===== src/design/pieb_defines.svh =====
// offsets, field positions, masks and reset values of the peripheral interrupt bank
`ifndef PIEB_DEFINES_SVH
`define PIEB_DEFINES_SVH

`define PIEB_ADDR_W          8
`define PIEB_OFF_CORE_CTRL   8'h00
`define PIEB_OFF_EN1         8'h04
`define PIEB_OFF_EN2         8'h08
`define PIEB_OFF_EN3         8'h0c
`define PIEB_OFF_FLAGS1      8'h10
`define PIEB_OFF_FLAGS2      8'h14
`define PIEB_OFF_FLAGS3      8'h18
`define PIEB_OFF_EVT_STATUS  8'h1c
`define PIEB_OFF_EVT_MASK    8'h20

`define PIEB_BIT_GLOBAL_EN   7
`define PIEB_BIT_PERIPH_GATE 6

`define PIEB_MASK_CORE_CTRL  8'hc0
`define PIEB_MASK_EN1        8'hff
`define PIEB_MASK_EN2        8'hef
`define PIEB_MASK_EN3        8'h7f
`define PIEB_WMASK_FLAGS1    8'hcf
`define PIEB_LMASK_FLAGS1    8'h30
`define PIEB_MASK_FLAGS2     8'hef
`define PIEB_MASK_FLAGS3     8'h7f
`define PIEB_ZERO_LMASK      8'h00

`define PIEB_RESET_BYTE      8'h00

`define PIEB_EVT_W           2
`define PIEB_EVT_REQ_RISE    0
`define PIEB_EVT_BAD_ACCESS  1
`define PIEB_EVT_RESET       2'h0

`endif


===== src/design/pieb_pkg.sv =====
// types and address decode shared by the peripheral interrupt bank
`include "pieb_defines.svh"
package pieb_pkg;

	typedef enum logic [3:0] {
		PIEB_SEL_NONE       = 4'h0,
		PIEB_SEL_CORE_CTRL  = 4'h1,
		PIEB_SEL_EN1        = 4'h2,
		PIEB_SEL_EN2        = 4'h3,
		PIEB_SEL_EN3        = 4'h4,
		PIEB_SEL_FLAGS1     = 4'h5,
		PIEB_SEL_FLAGS2     = 4'h6,
		PIEB_SEL_FLAGS3     = 4'h7,
		PIEB_SEL_EVT_STATUS = 4'h8,
		PIEB_SEL_EVT_MASK   = 4'h9
	} pieb_sel_t;

	function automatic pieb_sel_t pieb_decode(input logic [`PIEB_ADDR_W-1:0] addr);
		case (addr)
			`PIEB_OFF_CORE_CTRL:  pieb_decode = PIEB_SEL_CORE_CTRL;
			`PIEB_OFF_EN1:        pieb_decode = PIEB_SEL_EN1;
			`PIEB_OFF_EN2:        pieb_decode = PIEB_SEL_EN2;
			`PIEB_OFF_EN3:        pieb_decode = PIEB_SEL_EN3;
			`PIEB_OFF_FLAGS1:     pieb_decode = PIEB_SEL_FLAGS1;
			`PIEB_OFF_FLAGS2:     pieb_decode = PIEB_SEL_FLAGS2;
			`PIEB_OFF_FLAGS3:     pieb_decode = PIEB_SEL_FLAGS3;
			`PIEB_OFF_EVT_STATUS: pieb_decode = PIEB_SEL_EVT_STATUS;
			`PIEB_OFF_EVT_MASK:   pieb_decode = PIEB_SEL_EVT_MASK;
			default:              pieb_decode = PIEB_SEL_NONE;
		endcase
	endfunction : pieb_decode

endpackage : pieb_pkg


===== src/design/pieb_flag_reg.sv =====
// one 8-bit flag register: hardware set wins over software write, level bits follow their source
`timescale 1ns/10ps
`include "pieb_defines.svh"
module pieb_flag_reg
	import pieb_pkg::*;
#(
	parameter logic [7:0] WMASK = 8'hff,
	parameter logic [7:0] LMASK = 8'h00
) (
	// clock and reset
	input  wire logic       pclk,
	input  wire logic       presetn,
	// software write
	input  wire logic       wr_en,
	input  wire logic [7:0] wr_data,
	// hardware sources
	input  wire logic [7:0] set_pulse,
	input  wire logic [7:0] src_level,
	// state
	output logic      [7:0] flags
);

	logic [7:0] flags_reg;
	logic [7:0] flags_next;

	always_comb begin
		flags_next = flags_reg;
		if (wr_en) begin
			flags_next = (flags_reg & ~WMASK) | (wr_data & WMASK);
		end
		flags_next = flags_next | (set_pulse & WMASK);
		flags_next = (flags_next & ~LMASK) | (src_level & LMASK);
	end

	always_ff @(posedge pclk or negedge presetn) begin
		if (!presetn) begin
			flags_reg <= `PIEB_RESET_BYTE;
		end else begin
			flags_reg <= flags_next & (WMASK | LMASK);
		end
	end

	assign flags = flags_reg;

endmodule : pieb_flag_reg


===== src/design/pieb_evt_irq.sv =====
// sticky event status with write-one-to-clear, mask and a registered level interrupt
`timescale 1ns/10ps
`include "pieb_defines.svh"
module pieb_evt_irq
	import pieb_pkg::*;
(
	// clock and reset
	input  wire logic                  pclk,
	input  wire logic                  presetn,
	// events and software access
	input  wire logic [`PIEB_EVT_W-1:0] evt_pulse,
	input  wire logic                  clr_en,
	input  wire logic                  mask_wr_en,
	input  wire logic [`PIEB_EVT_W-1:0] wr_data,
	// state
	output logic      [`PIEB_EVT_W-1:0] status,
	output logic      [`PIEB_EVT_W-1:0] mask,
	output logic                       irq
);

	logic [`PIEB_EVT_W-1:0] status_reg;
	logic [`PIEB_EVT_W-1:0] mask_reg;
	logic                   irq_reg;
	logic [`PIEB_EVT_W-1:0] status_next;

	// a new event in the clearing cycle survives
	assign status_next = (status_reg & ~(clr_en ? wr_data : `PIEB_EVT_RESET)) | evt_pulse;

	always_ff @(posedge pclk or negedge presetn) begin
		if (!presetn) begin
			status_reg <= `PIEB_EVT_RESET;
		end else begin
			status_reg <= status_next;
		end
	end

	always_ff @(posedge pclk or negedge presetn) begin
		if (!presetn) begin
			mask_reg <= `PIEB_EVT_RESET;
		end else if (mask_wr_en) begin
			mask_reg <= wr_data;
		end
	end

	always_ff @(posedge pclk or negedge presetn) begin
		if (!presetn) begin
			irq_reg <= 1'b0;
		end else begin
			irq_reg <= |(status_next & (mask_wr_en ? wr_data : mask_reg));
		end
	end

	assign status = status_reg;
	assign mask   = mask_reg;
	assign irq    = irq_reg;

endmodule : pieb_evt_irq


===== src/design/pieb_top.sv =====
// peripheral interrupt enable and flag bank with an APB register port
`timescale 1ns/10ps
`include "pieb_defines.svh"
module pieb_top
	import pieb_pkg::*;
(
	// clock and reset
	input  wire logic                    pclk,
	input  wire logic                    presetn,
	// apb slave
	input  wire logic                    psel,
	input  wire logic                    penable,
	input  wire logic                    pwrite,
	input  wire logic [`PIEB_ADDR_W-1:0] paddr,
	input  wire logic [31:0]             pwdata,
	output logic                         pready,
	output logic      [31:0]             prdata,
	output logic                         pslverr,
	// peripheral event pulses, one per flag bit
	input  wire logic [7:0]              flag_set_1,
	input  wire logic [7:0]              flag_set_2,
	input  wire logic [7:0]              flag_set_3,
	// serial receive and transmit condition levels
	input  wire logic                    serial_rx_level,
	input  wire logic                    serial_tx_level,
	// toward the core
	output logic                         periph_irq_req,
	output logic                         global_irq_enable,
	output logic                         irq
);

	//////////////////////////////////////////////////////////////////////////////////////////////
	// bus decode

	pieb_sel_t  sel_setup;
	pieb_sel_t  sel_access;
	logic       setup_phase;
	logic       access_phase;
	logic       write_fire;
	logic       unmapped_setup;
	logic [7:0] wbyte;

	assign setup_phase    = psel & ~penable;
	assign access_phase   = psel & penable;
	assign write_fire     = access_phase & pwrite;
	assign wbyte          = pwdata[7:0];
	assign sel_setup      = pieb_decode(paddr);
	assign sel_access     = write_fire ? pieb_decode(paddr) : PIEB_SEL_NONE;
	assign unmapped_setup = (sel_setup == PIEB_SEL_NONE);

	// one write strobe per register, high only in the access cycle of a write
	logic wr_core_ctrl;
	logic wr_en1;
	logic wr_en2;
	logic wr_en3;
	logic wr_flags1;
	logic wr_flags2;
	logic wr_flags3;
	logic wr_evt_status;
	logic wr_evt_mask;

	assign wr_core_ctrl  = (sel_access == PIEB_SEL_CORE_CTRL);
	assign wr_en1        = (sel_access == PIEB_SEL_EN1);
	assign wr_en2        = (sel_access == PIEB_SEL_EN2);
	assign wr_en3        = (sel_access == PIEB_SEL_EN3);
	assign wr_flags1     = (sel_access == PIEB_SEL_FLAGS1);
	assign wr_flags2     = (sel_access == PIEB_SEL_FLAGS2);
	assign wr_flags3     = (sel_access == PIEB_SEL_FLAGS3);
	assign wr_evt_status = (sel_access == PIEB_SEL_EVT_STATUS);
	assign wr_evt_mask   = (sel_access == PIEB_SEL_EVT_MASK);

	//////////////////////////////////////////////////////////////////////////////////////////////
	// core control and enable registers

	logic [7:0] core_irq_control_reg;
	logic [7:0] periph_irq_enable_1_reg;
	logic [7:0] periph_irq_enable_2_reg;
	logic [7:0] periph_irq_enable_3_reg;

	always_ff @(posedge pclk or negedge presetn) begin
		if (!presetn) begin
			core_irq_control_reg <= `PIEB_RESET_BYTE;
		end else if (wr_core_ctrl) begin
			// only the global enable and the peripheral gate are kept
			core_irq_control_reg <= wbyte & `PIEB_MASK_CORE_CTRL;
		end
	end

	always_ff @(posedge pclk or negedge presetn) begin
		if (!presetn) begin
			periph_irq_enable_1_reg <= `PIEB_RESET_BYTE;
		end else if (wr_en1) begin
			periph_irq_enable_1_reg <= wbyte & `PIEB_MASK_EN1;
		end
	end

	always_ff @(posedge pclk or negedge presetn) begin
		if (!presetn) begin
			periph_irq_enable_2_reg <= `PIEB_RESET_BYTE;
		end else if (wr_en2) begin
			periph_irq_enable_2_reg <= wbyte & `PIEB_MASK_EN2;
		end
	end

	always_ff @(posedge pclk or negedge presetn) begin
		if (!presetn) begin
			periph_irq_enable_3_reg <= `PIEB_RESET_BYTE;
		end else if (wr_en3) begin
			periph_irq_enable_3_reg <= wbyte & `PIEB_MASK_EN3;
		end
	end

	//////////////////////////////////////////////////////////////////////////////////////////////
	// flag registers

	logic [7:0] periph_irq_flags_1;
	logic [7:0] periph_irq_flags_2;
	logic [7:0] periph_irq_flags_3;
	logic [7:0] serial_levels;

	// bits 5 and 4 carry the receive and transmit conditions
	assign serial_levels = {2'h0, serial_rx_level, serial_tx_level, 4'h0};

	pieb_flag_reg #(
		.WMASK (`PIEB_WMASK_FLAGS1),
		.LMASK (`PIEB_LMASK_FLAGS1)
	) u_flags_1 (
		.pclk      (pclk),
		.presetn   (presetn),
		.wr_en     (wr_flags1),
		.wr_data   (wbyte),
		.set_pulse (flag_set_1),
		.src_level (serial_levels),
		.flags     (periph_irq_flags_1)
	);

	pieb_flag_reg #(
		.WMASK (`PIEB_MASK_FLAGS2),
		.LMASK (`PIEB_ZERO_LMASK)
	) u_flags_2 (
		.pclk      (pclk),
		.presetn   (presetn),
		.wr_en     (wr_flags2),
		.wr_data   (wbyte),
		.set_pulse (flag_set_2),
		.src_level (`PIEB_RESET_BYTE),
		.flags     (periph_irq_flags_2)
	);

	pieb_flag_reg #(
		.WMASK (`PIEB_MASK_FLAGS3),
		.LMASK (`PIEB_ZERO_LMASK)
	) u_flags_3 (
		.pclk      (pclk),
		.presetn   (presetn),
		.wr_en     (wr_flags3),
		.wr_data   (wbyte),
		.set_pulse (flag_set_3),
		.src_level (`PIEB_RESET_BYTE),
		.flags     (periph_irq_flags_3)
	);

	//////////////////////////////////////////////////////////////////////////////////////////////
	// request toward the core

	logic req_raw;
	logic hit_1;
	logic hit_2;
	logic hit_3;
	logic periph_irq_req_reg;
	logic global_irq_enable_reg;

	// a register pair asks for service when any flag meets its enable
	function automatic logic pieb_pair_hit(input logic [7:0] flags, input logic [7:0] enables);
		pieb_pair_hit = |(flags & enables);
	endfunction : pieb_pair_hit

	assign hit_1   = pieb_pair_hit(periph_irq_flags_1, periph_irq_enable_1_reg);
	assign hit_2   = pieb_pair_hit(periph_irq_flags_2, periph_irq_enable_2_reg);
	assign hit_3   = pieb_pair_hit(periph_irq_flags_3, periph_irq_enable_3_reg);
	assign req_raw = core_irq_control_reg[`PIEB_BIT_PERIPH_GATE] & (hit_1 | hit_2 | hit_3);

	// both outputs toward the core are registered so they leave straight from a flop
	always_ff @(posedge pclk or negedge presetn) begin
		if (!presetn) begin
			periph_irq_req_reg <= 1'b0;
		end else begin
			periph_irq_req_reg <= req_raw;
		end
	end

	always_ff @(posedge pclk or negedge presetn) begin
		if (!presetn) begin
			global_irq_enable_reg <= 1'b0;
		end else begin
			global_irq_enable_reg <= core_irq_control_reg[`PIEB_BIT_GLOBAL_EN];
		end
	end

	assign periph_irq_req    = periph_irq_req_reg;
	assign global_irq_enable = global_irq_enable_reg;

	//////////////////////////////////////////////////////////////////////////////////////////////
	// event status and interrupt

	logic [`PIEB_EVT_W-1:0] evt_pulse;
	logic [`PIEB_EVT_W-1:0] evt_status;
	logic [`PIEB_EVT_W-1:0] evt_mask;
	logic                   bad_access;

	// an access to an unmapped offset is recorded in its access cycle
	assign bad_access = access_phase & (pieb_decode(paddr) == PIEB_SEL_NONE);

	// bit 0 marks the rising edge of the raw request
	always_comb begin
		evt_pulse                       = `PIEB_EVT_RESET;
		evt_pulse[`PIEB_EVT_REQ_RISE]   = req_raw & ~periph_irq_req_reg;
		evt_pulse[`PIEB_EVT_BAD_ACCESS] = bad_access;
	end

	pieb_evt_irq u_evt_irq (
		.pclk       (pclk),
		.presetn    (presetn),
		.evt_pulse  (evt_pulse),
		.clr_en     (wr_evt_status),
		.mask_wr_en (wr_evt_mask),
		.wr_data    (pwdata[`PIEB_EVT_W-1:0]),
		.status     (evt_status),
		.mask       (evt_mask),
		.irq        (irq)
	);

	//////////////////////////////////////////////////////////////////////////////////////////////
	// read data and error, prepared in the setup cycle, and ready

	logic [7:0]  rbyte;
	logic [31:0] prdata_reg;
	logic        pslverr_reg;
	logic        pready_reg;

	// byte of the register addressed in the setup cycle
	always_comb begin
		case (sel_setup)
			PIEB_SEL_CORE_CTRL:  rbyte = core_irq_control_reg;
			PIEB_SEL_EN1:        rbyte = periph_irq_enable_1_reg;
			PIEB_SEL_EN2:        rbyte = periph_irq_enable_2_reg;
			PIEB_SEL_EN3:        rbyte = periph_irq_enable_3_reg;
			PIEB_SEL_FLAGS1:     rbyte = periph_irq_flags_1;
			PIEB_SEL_FLAGS2:     rbyte = periph_irq_flags_2;
			PIEB_SEL_FLAGS3:     rbyte = periph_irq_flags_3;
			PIEB_SEL_EVT_STATUS: rbyte = {6'h00, evt_status};
			PIEB_SEL_EVT_MASK:   rbyte = {6'h00, evt_mask};
			default:             rbyte = 8'h00;
		endcase
	end

	always_ff @(posedge pclk or negedge presetn) begin
		if (!presetn) begin
			prdata_reg <= 32'h0000_0000;
		end else if (setup_phase) begin
			prdata_reg <= pwrite ? 32'h0000_0000 : {24'h00_0000, rbyte};
		end
	end

	always_ff @(posedge pclk or negedge presetn) begin
		if (!presetn) begin
			pslverr_reg <= 1'b0;
		end else if (setup_phase) begin
			pslverr_reg <= unmapped_setup;
		end
	end

	// no wait states: ready stands high from the first edge after reset
	always_ff @(posedge pclk or negedge presetn) begin
		if (!presetn) begin
			pready_reg <= 1'b0;
		end else begin
			pready_reg <= 1'b1;
		end
	end

	assign prdata  = prdata_reg;
	assign pslverr = pslverr_reg;
	assign pready  = pready_reg;

endmodule : pieb_top


===== config.mk =====
export PLATFORM = sky130hd
export DESIGN_NAME = pieb_top
export DESIGN_NICKNAME = d
export VERILOG_FILES = /design/src/design/pieb_pkg.sv /design/src/design/pieb_flag_reg.sv /design/src/design/pieb_evt_irq.sv /design/src/design/pieb_top.sv
export VERILOG_INCLUDE_DIRS = /design/src /design/src/design
export SDC_FILE = /design/constraint.sdc
export NUM_CORES = 1
export LEC_CHECK = 0
export ABC_AREA = 0
export CORE_ASPECT_RATIO = 0.7
export CORE_MARGIN = 2
export CORE_UTILIZATION = 38
export CTS_BUF_LIST = sky130_fd_sc_hd__clkbuf_8
export DETAILED_ROUTE_END_ITERATION = 6
export DONT_BUFFER_PORTS = 1
export GPL_TIMING_DRIVEN = 0
export PLACE_DENSITY_LB_ADDON = 0.08
export SYNTH_ARGS = -nofsm -noshare
export SYNTH_HDL_FRONTEND = slang
export SYNTH_SLANG_ARGS = --single-unit

===== constraint.sdc =====
create_clock -name pclk -period 2.3 [get_ports pclk]
set_input_delay 0.345 -clock pclk [delete_from_list [all_inputs] [get_ports pclk]]
set_output_delay 0.345 -clock pclk [all_outputs]
set_load 0.01 [all_outputs]

==> flow_summary_export.csv <==
group,metric,value,unit
status,outcome,"finished, final reports clean",
synth,synth_fa_ha_area_frac,0,
die,std_cell_rows,28,
cts,cts-root-buf,"clkbuf_8",
power_and_ir_drop,p_leak,1.67,nW
timing,setup_viol,0,
power_and_ir_drop,cellPowerDensity,603,nW/um2
synth,synth-async-reset-ratio,1.00,
die,die_area,9460,um2
worst_hold_path,worstHoldPathType,"input pin to flip-flop",
worst_setup_path,critPathMaxFanout,10,
synth,syn_avg_cell_area,11.1,um2
route,drt_iter0_drc,213,
timing,max_freq,512,MHz
worst_hold_path,hold_path_depth,1,
synth,syn_area,3300,um2
worst_hold_path,min_from,"flag_set_2[5]",
cts,clockBufferDepth,2,
place,detailed_place_hpwl,7100,um
timing,fin_crit_sh,0.849,
synth,syn_inst,297,
cts,cts_tree,"yes",
timing,hold_viol,0,
global_route,first_global_vias,2547,
die,pin_count,108,
synth,synth_top_family_by_area,"simple AND/OR/NAND/NOR gates",
synth,synth_mux_area_frac,0.113,
cts,clk_pin_slew_worst_paths,0.07,ns
cts,cts_resized,0,
synth,yosysUniqueCellTypes,51,
synth,synthTopCellsByArea,"dfrtp_1, mux2_2, buf_4",
timing,tightest_slew,0.703,ns
timing,period_needed,1.95,ns
die,die_w,115,um
synth,synth_top_cell_area_share,0.478,
synth,ys_top_cells_by_count,"dfrtp_1, mux2_2, buf_4",
power_and_ir_drop,pwr-share-clk,0.427,
timing,tns,0,ns
worst_setup_path,rr_worst_depth,5,
synth,ys_seq_elements,63,
route,drc,0,
finish,fill_cells,841,
cts,ctsHoldBuffers,2,
finish,diodes,0,
worst_setup_path,worst_setup_path_end_kind,"flip-flop",
cts,clock-sinks,63,
finish,areaGrowthSynthToFinish,14.9,%
synth,synth_edf_count,0,
synth,yosysWarnings,0,
timing,slew_headroom,0.528,
die,floorplan.initialDensity,0.391,
route,post_drt_via_cell_ratio,5.49,
die,core,8440,um2
place,gp_congestion,0.916,
timing,rsz0062_at_grt,"no",
route,ant_nets,0,
worst_setup_path,required,2.54,ns
finish,drive_above_1_share,0.244,
synth,synth-simple-area-share,0.178,
worst_hold_path,whs_endpoint,"u_flags_2.flags[5]",
synth,synth_compound_area_frac,0.153,
worst_setup_path,r2r_start,"periph_irq_enable_1_reg[3]",
synth,ys.flop_type,"dfrtp_1",
power_and_ir_drop,irDropWorstVdd,0.303,mV
power_and_ir_drop,total_power,2.28,mW
finish,layout.nets,406,
cts,cts_setup_buffers,0,
worst_setup_path,cp.arrival,2.19,ns
die,die_h,82.0,um
route,wirelength,9630,um
timing,drv_slew,0,
power_and_ir_drop,sw_frac_of_total,0.247,
worst_setup_path,r2r_slack,0.61,ns
cts,htreeDepth,3,
synth,synth_most_common_cell,"dfrtp_1",
worst_setup_path,crit_type,"input pin to flip-flop",
route,first_pass_iters,4,
global_route,grt_use_total,0.222,
worst_setup_path,startpoint_type,"input pin",
route,wire_per_inst,20.9,um
synth,synth_top_area_cell,"dfrtp_1",
place,pre_cts_slack,0.0438,ns
route,dr_total_vias,2524,
global_route,antenna_found_initial,0,
power_and_ir_drop,combPwrFrac,0.078,
global_route,grt_first_pass_wirelength,15100,um
power_and_ir_drop,seq_power_share,0.494,
cts,clock_latency,0.35,ns
synth,yosysSeqAreaShare,0.478,
synth,synth_xor_area_frac,0,
worst_setup_path,r2r-end,"u_evt_irq.irq",
global_route,grt_overflow,0,
job,cap_violations,0,
global_route,grt_start_max_net_pins,64,
timing,skew,0.00551,ns
power_and_ir_drop,p_int,1.72,mW
power_and_ir_drop,power.switching,0.565,mW
place,port_buffers,0,
timing,setup_ws,0.347,ns
cts,numCtsBuffers,9,
## cell families (layout without fill, tap and decap cells)
group                  count (synthesis)  after routing
AOI/OAI and AO/OA                     63             63
buffers and inverters                 37             57
DFF                                   63             63
muxes                                 34             34
other                                  2             25
and+or+nand+nor                       98             98
## worst max path at each step
stage              from  slack [ns]                 end
2_1_floorplan  paddr[5]        0.48  u_flags_3.flags[0]
3_3_place_gp   paddr[5]        0.04  u_flags_2.flags[6]
3_5_place_dp   paddr[5]        0.04  u_flags_2.flags[2]
4_1_cts        paddr[5]        0.40  u_flags_2.flags[2]
5_1_grt        paddr[5]        0.25  u_flags_2.flags[2]
6_report       paddr[5]        0.35  u_flags_2.flags[2]
## through the flow
step | hold slack [ns] | util | area (um2) | std cells
after floorplan | 0.0494 | - | 3390 | 320
after global placement | 0.0507 | 0.419 | 3540 | 440
after detailed placement | 0.0511 | 0.419 | 3540 | 440
after CTS | 0.00792 | 0.447 | 3770 | 458
after global routing | 0.0717 | 0.449 | 3790 | 460
final | 0.0869 | 0.449 | 3790 | 460
## power groups by stage
stage,logic (mW),clock network (mW),registers (mW)
3_3_place_gp,0.144,0,1.15
5_1_grt,0.199,1.06,1.13
4_1_cts,0.176,0.999,1.13
6_report,0.179,0.976,1.13
3_5_place_dp,0.146,0,1.15
2_1_floorplan,0.121,0,1.15
## critical path, cell delays in order
cell,delay (ns)
buf_6,0.12
nor4b_1,0.54
and2_1,0.24
buf_2,0.24
nand2_1,0.31
a211o_1,0.39
## final cells by class
cell class / instances / area, um2 / share of cell area
clock inverters: 6 / 60.1 / 0.0158
well taps: 120 / 150 / 0.0396
plain buffers: 35 / 243 / 0.0640
multi-input cells: 220 / 1560 / 0.411
repair buffers: 4 / 57.6 / 0.0152
flip-flops and latches: 63 / 1580 / 0.416
clock buffers: 10 / 138 / 0.0363
inverters: 2 / 7.51 / 0.00198
## layer usage
| metal | vias to the layer above | wire [um] | track usage |
|---|---|---|---|
| li1 | 1154 | - | - |
| met1 | 1260 | 4740 | 0.312 |
| met2 | 97 | 3980 | 0.313 |
| met3 | 13 | 772 | 0.0886 |
| met4 | 0 | 143 | 0.0663 |
| met5 | - | 0 | 0 |
## cells in the final DEF, fill, tap and decap left out, types with 5 or more instances in the layout
cell / instances
o21ai_1: 5
a211o_1: 9
buf_2: 5
mux2i_1: 9
conb_1: 25
dfrtp_1: 63
mux2_2: 25
and3_1: 9
a221oi_1: 5
nand3b_1: 11
clkbuf_8: 10
nor2_1: 7
nor3_1: 6
buf_4: 24
a22oi_1: 7
nand2_1: 21
nand3_1: 17
a221o_1: 5
a22o_1: 10
Note: power is estimated with default switching activity, not from simulation.
